### src/rtl/tfr_pkg.sv
// constants, types and register map for the shared parity / frame reference pin
//
// Overview of operation
// Pin is parity input when bus enabled, frame reference only when framer enabled.
// One parity option covers the eight telecom data bits, even or odd.
// Other option covers data bits plus payload and frame start flags.
// Coverage and sense come from the interface control byte register.
// Loop or async timing: pulse reference output high one bit before frame start.
// Pulse-locked timing: source pulses reference input with each frame's first bit.
// Pulse-locked timing: generated frames align to received reference pulses.
// Generator bypassed: reference function inactive, no pulses driven or used.
// Output mode: one pulse per generated frame, low at every other bit.
package tfr_pkg;

    // register indices; byte address is four times the index
    localparam logic [11:0] IDX_ICB1   = 12'h013A;
    localparam logic [11:0] IDX_CFG    = 12'h0140;
    localparam logic [11:0] IDX_STATUS = 12'h0141;
    localparam logic [1:0]  ADDR_LSB   = 2'h0;

    // interface control byte fields
    localparam int          ICB_COVER_BIT = 0;
    localparam int          ICB_ODD_BIT   = 1;
    localparam logic [7:0]  ICB_RESET     = 8'h00;
    localparam logic [7:0]  ICB_WMASK     = 8'h03;

    // configuration register fields
    localparam int          CFG_TBUS_EN_BIT  = 0;
    localparam int          CFG_FRAMER_BIT   = 1;
    localparam int          CFG_BYPASS_BIT   = 2;
    localparam int          CFG_TIMING_LSB   = 4;
    localparam int          CFG_LEN_LSB      = 16;
    localparam logic [15:0] FRAME_LEN_RESET  = 16'h0040;

    // status register fields
    localparam int          ST_ROLE_LSB      = 0;
    localparam int          ST_MISMATCH_BIT  = 2;
    localparam int          ST_CNT_LSB       = 16;

    // timing mode codes held in the configuration register
    localparam logic [1:0]  TM_LOOP   = 2'h0;
    localparam logic [1:0]  TM_ASYNC  = 2'h1;
    localparam logic [1:0]  TM_PULSE  = 2'h2;

    // ahb encodings
    localparam logic [2:0]  HSIZE_WORD = 3'h2;
    localparam logic        HRESP_OKAY = 1'b0;

    typedef enum logic [1:0] {
        ROLE_IDLE,
        ROLE_PARITY,
        ROLE_REF_OUT,
        ROLE_REF_IN
    } tfr_role_e;

    typedef struct packed {
        logic [7:0] data;
        logic       payload;
        logic       frame_start;
    } tfr_tbus_s;

    typedef struct packed {
        logic [15:0] frame_len;
        logic [1:0]  timing;
        logic        gen_bypass;
        logic        framer_en;
        logic        tbus_en;
    } tfr_cfg_s;

endpackage : tfr_pkg

### src/rtl/tfr_frame_gen.sv
// tributary frame generator bit counter with reference pulse in and out
`timescale 1ns/100ps
`default_nettype none
module tfr_frame_gen #(
    parameter int LEN_W = 16
) (
    input  wire logic             hclk,         // system clock, one tributary bit
    input  wire logic             hresetn,      // async reset, active low
    input  wire logic             run,          // generator active for this pin
    input  wire logic             lock_mode,    // pulse-locked timing
    input  wire logic             ref_in,       // reference pulse from pin
    input  wire logic [LEN_W-1:0] frame_len,    // bits per frame
    output logic      [LEN_W-1:0] bit_cnt_q,    // index of the current bit
    output logic                  frame_start,  // current bit is frame bit 0
    output logic                  ref_pulse_q   // reference pulse to pin
);
    logic [LEN_W-1:0] cnt_d;
    logic             pulse_d;
    logic             locked_ref;

    always_comb begin
        locked_ref = run && lock_mode && ref_in;
        if (!run) begin
            // bypass clears counter
            cnt_d = '0;
        end else if (locked_ref) begin
            // realign on pulse
            cnt_d = LEN_W'(1);
        end else if (bit_cnt_q >= frame_len - LEN_W'(1)) begin
            cnt_d = '0;
        end else begin
            cnt_d = bit_cnt_q + LEN_W'(1);
        end
        // pulse one bit early
        // once per frame
        pulse_d = run && !lock_mode && (cnt_d == frame_len - LEN_W'(1));
        frame_start = locked_ref || (run && bit_cnt_q == '0);
    end

    always_ff @(posedge hclk or negedge hresetn) begin
        if (!hresetn) begin
            bit_cnt_q   <= '0;
            ref_pulse_q <= 1'b0;
        end else begin
            bit_cnt_q   <= cnt_d;
            ref_pulse_q <= pulse_d;
        end
    end
endmodule : tfr_frame_gen
`default_nettype wire

### src/rtl/tfr_pin_top.sv
// shared parity input / frame reference pin with ahb-lite registers
//
// Design decision made here: register access over AHB-Lite.
`timescale 1ns/100ps
`default_nettype none
module tfr_pin_top (
    input  wire logic             hclk,              // 25 MHz clock
    input  wire logic             hresetn,           // async reset, active low
    input  wire logic             hsel,              // ahb slave select
    input  wire logic [31:0]      haddr,             // ahb address
    input  wire logic [1:0]       htrans,            // ahb transfer type
    input  wire logic             hwrite,            // ahb write
    input  wire logic [2:0]       hsize,             // ahb size
    input  wire logic [31:0]      hwdata,            // ahb write data
    input  wire logic             hready,            // ahb bus ready
    output logic                  hreadyout,         // ahb slave ready
    output logic [31:0]           hrdata,            // ahb read data
    output logic                  hresp,             // ahb response
    input  wire tfr_pkg::tfr_tbus_s telecom_tx_bus,  // telecom data and flags
    input  wire logic             tributary_data_in, // tributary bit stream
    input  wire logic             frame_ref_pin_i,   // shared pin level in
    output logic                  frame_ref_pin_o,   // shared pin drive
    output logic                  frame_ref_pin_oe,  // shared pin enable
    output logic                  parity_mismatch_q, // parity check failed
    output logic                  trib_frame_start,  // frame bit 0 now
    output logic                  trib_data_q        // tributary bit, registered
);
    localparam int LEN_W = 16;

    // bus state
    logic        wr_pend_q, wr_pend_d;
    logic [11:0] wr_idx_q, wr_idx_d;
    logic [31:0] rdata_q, rdata_d;
    logic [11:0] addr_idx;
    logic        addr_ok;
    logic        take;

    // register state
    logic [7:0]        icb_q, icb_d;
    tfr_pkg::tfr_cfg_s cfg_q, cfg_d;

    // pin state
    tfr_pkg::tfr_role_e role_q, role_d;
    logic               mism_d;
    logic               trib_d;
    logic               expect_par;

    logic [LEN_W-1:0] bit_cnt;
    logic             ref_pulse;
    logic             gen_run;
    logic             gen_lock;

    // even sense: pin makes total ones even
    function automatic logic parity_of(input tfr_pkg::tfr_tbus_s b,
                                       input logic [7:0] icb);
        logic p;
        p = ^b.data;
        if (icb[tfr_pkg::ICB_COVER_BIT]) begin
            p = p ^ b.payload ^ b.frame_start;
        end
        return icb[tfr_pkg::ICB_ODD_BIT] ? ~p : p;
    endfunction : parity_of

    assign addr_idx  = haddr[13:2];
    assign addr_ok   = (haddr[1:0] == tfr_pkg::ADDR_LSB) && (haddr[31:14] == '0);
    assign take      = hsel && htrans[1] && hready;
    assign hreadyout = 1'b1;
    assign hresp     = tfr_pkg::HRESP_OKAY;
    assign hrdata    = rdata_q;

    // ---------------- bus slave ----------------
    always_comb begin
        wr_pend_d = 1'b0;
        wr_idx_d  = wr_idx_q;
        rdata_d   = rdata_q;
        if (take) begin
            wr_pend_d = hwrite && addr_ok && (hsize == tfr_pkg::HSIZE_WORD);
            wr_idx_d  = addr_idx;
            rdata_d   = '0;
            if (!hwrite && addr_ok) begin
                unique case (addr_idx)
                    tfr_pkg::IDX_ICB1: begin
                        rdata_d[7:0] = icb_q;
                    end
                    tfr_pkg::IDX_CFG: begin
                        rdata_d[tfr_pkg::CFG_TBUS_EN_BIT] = cfg_q.tbus_en;
                        rdata_d[tfr_pkg::CFG_FRAMER_BIT]  = cfg_q.framer_en;
                        rdata_d[tfr_pkg::CFG_BYPASS_BIT]  = cfg_q.gen_bypass;
                        rdata_d[tfr_pkg::CFG_TIMING_LSB +: 2] = cfg_q.timing;
                        rdata_d[tfr_pkg::CFG_LEN_LSB +: LEN_W] = cfg_q.frame_len;
                    end
                    tfr_pkg::IDX_STATUS: begin
                        rdata_d[tfr_pkg::ST_ROLE_LSB +: 2]    = role_q;
                        rdata_d[tfr_pkg::ST_MISMATCH_BIT]     = parity_mismatch_q;
                        rdata_d[tfr_pkg::ST_CNT_LSB +: LEN_W] = bit_cnt;
                    end
                    default: begin
                        rdata_d = '0;
                    end
                endcase
            end
        end
    end

    // ---------------- registers ----------------
    always_comb begin
        icb_d = icb_q;
        cfg_d = cfg_q;
        if (wr_pend_q) begin
            unique case (wr_idx_q)
                tfr_pkg::IDX_ICB1: begin
                    // coverage and sense
                    icb_d = hwdata[7:0] & tfr_pkg::ICB_WMASK;
                end
                tfr_pkg::IDX_CFG: begin
                    cfg_d.tbus_en    = hwdata[tfr_pkg::CFG_TBUS_EN_BIT];
                    cfg_d.framer_en  = hwdata[tfr_pkg::CFG_FRAMER_BIT];
                    cfg_d.gen_bypass = hwdata[tfr_pkg::CFG_BYPASS_BIT];
                    cfg_d.timing     = hwdata[tfr_pkg::CFG_TIMING_LSB +: 2];
                    cfg_d.frame_len  = hwdata[tfr_pkg::CFG_LEN_LSB +: LEN_W];
                end
                default: begin
                    icb_d = icb_q;
                end
            endcase
        end
    end

    always_ff @(posedge hclk or negedge hresetn) begin
        if (!hresetn) begin
            wr_pend_q <= 1'b0;
            wr_idx_q  <= '0;
            rdata_q   <= '0;
            icb_q     <= tfr_pkg::ICB_RESET;
            cfg_q     <= '{frame_len: tfr_pkg::FRAME_LEN_RESET,
                           timing:    tfr_pkg::TM_LOOP,
                           default:   1'b0};
        end else begin
            wr_pend_q <= wr_pend_d;
            wr_idx_q  <= wr_idx_d;
            rdata_q   <= rdata_d;
            icb_q     <= icb_d;
            cfg_q     <= cfg_d;
        end
    end

    // ---------------- pin role and parity ----------------
    always_comb begin
        // bus enable has priority
        if (cfg_q.tbus_en) begin
            role_d = tfr_pkg::ROLE_PARITY;
        // bypassed generator idles pin
        end else if (!cfg_q.framer_en || cfg_q.gen_bypass) begin
            role_d = tfr_pkg::ROLE_IDLE;
        end else if (cfg_q.timing == tfr_pkg::TM_PULSE) begin
            role_d = tfr_pkg::ROLE_REF_IN;
        end else if (cfg_q.timing == tfr_pkg::TM_LOOP || cfg_q.timing == tfr_pkg::TM_ASYNC) begin
            role_d = tfr_pkg::ROLE_REF_OUT;
        end else begin
            // unused timing code: keep pin quiet
            role_d = tfr_pkg::ROLE_IDLE;
        end

        // expected parity bit
        expect_par = parity_of(telecom_tx_bus, icb_q);
        mism_d     = (role_q == tfr_pkg::ROLE_PARITY) && (frame_ref_pin_i != expect_par);
        trib_d     = tributary_data_in;
    end

    always_ff @(posedge hclk or negedge hresetn) begin
        if (!hresetn) begin
            role_q            <= tfr_pkg::ROLE_IDLE;
            parity_mismatch_q <= 1'b0;
            trib_data_q       <= 1'b0;
        end else begin
            role_q            <= role_d;
            parity_mismatch_q <= mism_d;
            trib_data_q       <= trib_d;
        end
    end

    assign gen_run  = (role_q == tfr_pkg::ROLE_REF_OUT) || (role_q == tfr_pkg::ROLE_REF_IN);
    assign gen_lock = (role_q == tfr_pkg::ROLE_REF_IN);

    // source pulse taken as bit 0
    tfr_frame_gen #(
        .LEN_W      (LEN_W)
    ) u_gen (
        .hclk       (hclk),
        .hresetn    (hresetn),
        .run        (gen_run),
        .lock_mode  (gen_lock),
        .ref_in     (frame_ref_pin_i),
        .frame_len  (cfg_q.frame_len),
        .bit_cnt_q  (bit_cnt),
        .frame_start(trib_frame_start),
        .ref_pulse_q(ref_pulse)
    );

    // drive only in output role
    assign frame_ref_pin_oe = (role_q == tfr_pkg::ROLE_REF_OUT);
    assign frame_ref_pin_o  = ref_pulse && frame_ref_pin_oe;

endmodule : tfr_pin_top
`default_nettype wire

### config.mk
export PLATFORM = sky130hd
export DESIGN_NAME = tfr_pin_top
export DESIGN_NICKNAME = d
export VERILOG_FILES = /design/src/rtl/tfr_pkg.sv /design/src/rtl/tfr_frame_gen.sv /design/src/rtl/tfr_pin_top.sv
export SDC_FILE = /design/constraint.sdc
export NUM_CORES = 1
export LEC_CHECK = 0
export BUFFER_PORTS_ARGS = -buffer_cell sky130_fd_sc_hd__buf_2
export CELL_PAD_IN_SITES_DETAIL_PLACEMENT = 1
export CELL_PAD_IN_SITES_GLOBAL_PLACEMENT = 1
export CORE_MARGIN = 2
export CORE_UTILIZATION = 44
export CTS_CLUSTER_SIZE = 12
export DETAILED_ROUTE_END_ITERATION = 10
export PLACE_DENSITY = 0.86
export SLEW_MARGIN = 20
export SYNTH_ARGS = -nofsm -noshare
export SYNTH_HDL_FRONTEND = slang
export SYNTH_SLANG_ARGS = --single-unit
### constraint.sdc
create_clock -name hclk -period 7.2 [get_ports hclk]
set_clock_uncertainty 0.1 [all_clocks]
set_input_delay 2.16 -clock hclk [delete_from_list [all_inputs] [get_ports hclk]]
set_output_delay 2.16 -clock hclk [all_outputs]
set_load 0.01 [all_outputs]
==> run summary <==
status -> finished clean
die width -> 106.5 um
Worst-path clk slew -> 0.09 ns
worst setup path start -> cfg_q[5]
routability cong. -> 0.9456
GRT Overall Usage -> 24.61%
cells on worst reg2reg path -> 15
drt wl/cell -> 19.21 um
Antenna Cells -> 0
syn_area_per_cell -> 10.35 sq um
post-route insts no fill -> 683
reg2reg end -> u_gen.ref_pulse_q
Yosys warning count -> 0
nets -> 647
WS Path Type -> flop to flop
vias per inst -> 5.650
Fin Hold WS -> 0.3899 ns
crit-path max FO -> 17
reg-to-reg slack, setup -> 1.99 ns
DR DRC count -> 0
Post-Route WL -> 13120 um
initial drt markers -> 140
vias in the first global route -> 4280
Cell Rows -> 37
postcts setup bufs -> 0
Hold Path Class -> flop to flop
Total Neg Setup Slack -> 0 ns
min Tclk post-route -> 5.211 ns
Final Hold Viols -> 0
Worst-Margin Slew -> 0.9882 ns
initial antenna violation count -> 0
Post-Syn Instances -> 446
post-layout power -> 1011 uW
count of pins over their slew limit -> 0
EDFF count, synth -> 0
Primary FF master, synth -> dfrtp_1
Post-Syn Area -> 0.004618 sq mm
first-pass GRT wire length -> 21710 um
Die Area -> 0.01133 sq mm
max frequency -> 0.1919 GHz
Hold Crit Start -> hrdata[17]
Placed Cells -> 667
# IOs -> 125
hpwl dp -> 9866 um
H-tree levels -> 3
share of cells above drive strength 1 -> 29.62%
Syn-to-layout area delta -> 17.23%
CP startpoint kind -> flop
CP Capture Type -> flop
Sink Count -> 78
Worst Hold Path Cells -> 2
Leak -> 0.002429 uW
Slew headroom -> 34.12%
Gates resized, CTS repair -> 0
worst flop-to-flop path startpoint -> cfg_q[5]
Worst Hold Path EP -> hrdata[17]
Starting Density -> 44.94%
cts bufs inserted -> 9
crit path DAT -> 5.39 ns
asr flop ratio synth -> 100.0%
vias post-DR -> 3859
1st-pass router iterations -> 4
Congestion Overflow GR -> 0
Max IR drop VDD -> 0.1172 mV
Final Core Density -> 52.68%
largest net degree at the start of global routing -> 79
Routed Antenna Nets -> 0
Final setup viols -> 0
Cell variety after synth -> 53
CP required -> 7.38 ns
RSZ-0062 raised after global routing -> no
cts hold-fix bufs -> 0
Max Cap Viol -> 0
CTS Buffer Depth -> 2
Clk Latency, worst-skew pair -> 0.37 ns
PwrDens -> 186.7 mW/mm^2
register area share after synthesis -> 42.29%
CTS tree -> done
Final period util -> 72.37%
Port Buffer Count -> 99
Core Area -> 0.01028 sq mm
FF+latch count, synth -> 78
Die Y -> 106.5 um
Root Driver -> clkbuf_8
## per-layer routing
| layer | up-vias | share of wire [%] | track usage [%] |
|---|---|---|---|
| li1 | 1769 | - | - |
| met1 | 1959 | 41 | 29.66 |
| met2 | 108 | 52 | 43.86 |
| met3 | 23 | 4.6 | 4.598 |
| met4 | 0 | 1.9 | 8.627 |
| met5 | - | 0 | 0 |
## critical path: stages, from the launching register on
cell and delay, ns:
dfrtp_1 0.43, inv_1 0.15, ha_1 0.23, or4b_1 0.63, nor4_2 0.34, xnor2_1 0.31
ha_1 0.34, nand4_1 0.13, nor2_1 0.07, nor4b_1 0.51, nand4_1 0.58, buf_4 0.40
nor2_1 0.18, xor2_1 0.24, nand4_1 0.16, nor4b_2 0.30
## flip-flops by register name (all words and copies together), names as in the netlist, 2 cells and up
name and flops:
u_gen.bit_cnt_q 16, icb_q 2, role_q 2, hrdata 21, cfg_q 21, wr_idx_q 12
## cell usage in the layout, fill, tap and decap left out, types with 5 or more instances in the layout
| master | netlist | final |
|---|---|---|
| buf_2 | 0 | 98 |
| dfrtp_1 | 77 | 77 |
| xnor2_1 | 39 | 39 |
| nand2_1 | 39 | 39 |
| mux2_2 | 35 | 35 |
| nor2_1 | 29 | 29 |
| o21ai_0 | 21 | 21 |
| nor4_1 | 20 | 20 |
| mux2i_1 | 19 | 19 |
| ha_1 | 19 | 19 |
| conb_1 | 2 | 13 |
| inv_1 | 12 | 12 |
| a21oi_1 | 12 | 12 |
| nor3_1 | 10 | 10 |
| xor2_1 | 10 | 10 |
| clkbuf_8 | 0 | 10 |
| nand3_1 | 9 | 9 |
| nand4_1 | 9 | 9 |
| a31oi_1 | 5 | 5 |
| o22ai_1 | 5 | 5 |
## Yosys cell counts (3+ instances only)
cell	number	area share, %
a22o_1	3	0.57
buf_4	13	2.1
inv_1	12	0.98
nand2_1	39	3.2
mux2i_1	19	4.1
a31oi_1	5	0.68
nand4_1	9	1.2
mux2_2	35	8.5
buf_6	4	0.98
ha_1	19	5.1
nor4b_1	3	0.57
clkbuf_1	8	0.65
dfrtp_1	77	42
nor2_1	29	2.4
xnor2_1	39	7.4
o22ai_1	5	0.68
buf_1	3	0.24
and2_1	3	0.41
nand3_1	9	0.98
xor2_1	10	1.9
nor3_1	10	1.1
a21oi_1	12	1.3
nor2b_1	4	0.54
o21ai_0	21	2.3
nor4_1	20	2.7
## cell families after synthesis
family	after synthesis	share of synthesized area [%]
adders and majority gates	19	5.148
buffers and inverters	40	4.958
AOI/OAI and AO/OA	57	7.668
and+or+nand+nor	147	17.83
muxes	54	12.65
other	2	0.1626
xor gates and xnor gates	49	9.293
DFF	78	42.29
## worst max-delay path by stage
stage	endpoint	slack, ns	depth (start not counted)
floorplan	trib_frame_start	2.59	2
global placement	trib_frame_start	2.26	4
detailed placement	u_gen.ref_pulse_q	2.04	15
CTS	u_gen.ref_pulse_q	2.03	15
global route	u_gen.ref_pulse_q	1.68	15
finish	u_gen.ref_pulse_q	1.99	15
## per-stage QoR
stage	setup slack, ns	area [sq um]
after floorplan	2.589	4659
after global placement	2.259	5166
after detailed placement	2.043	5166
after CTS	2.030	5414
after global routing	1.675	5414
final	1.989	5414
## power breakdown
| part | internal, uW | switching (uW) | leakage (uW) |
|---|---|---|---|
| clock network | 240 | 168 | 0.000120 |
| logic | 57.9 | 63.6 | 0.00130 |
| registers | 459 | 21.5 | 0.00101 |
## layout make-up
class	instances	area [sq um]
Multi-Input combinational cell	339	2477
Tap cell	136	170.2
Clock buffer	11	141.4
Clock inverter	5	106.4
Fill cell	1192	4863
Sequential cell	78	1953
Timing Repair Buffer	102	520.5
Inverter	12	45.04
Note: power is estimated with default switching activity, not from simulation.
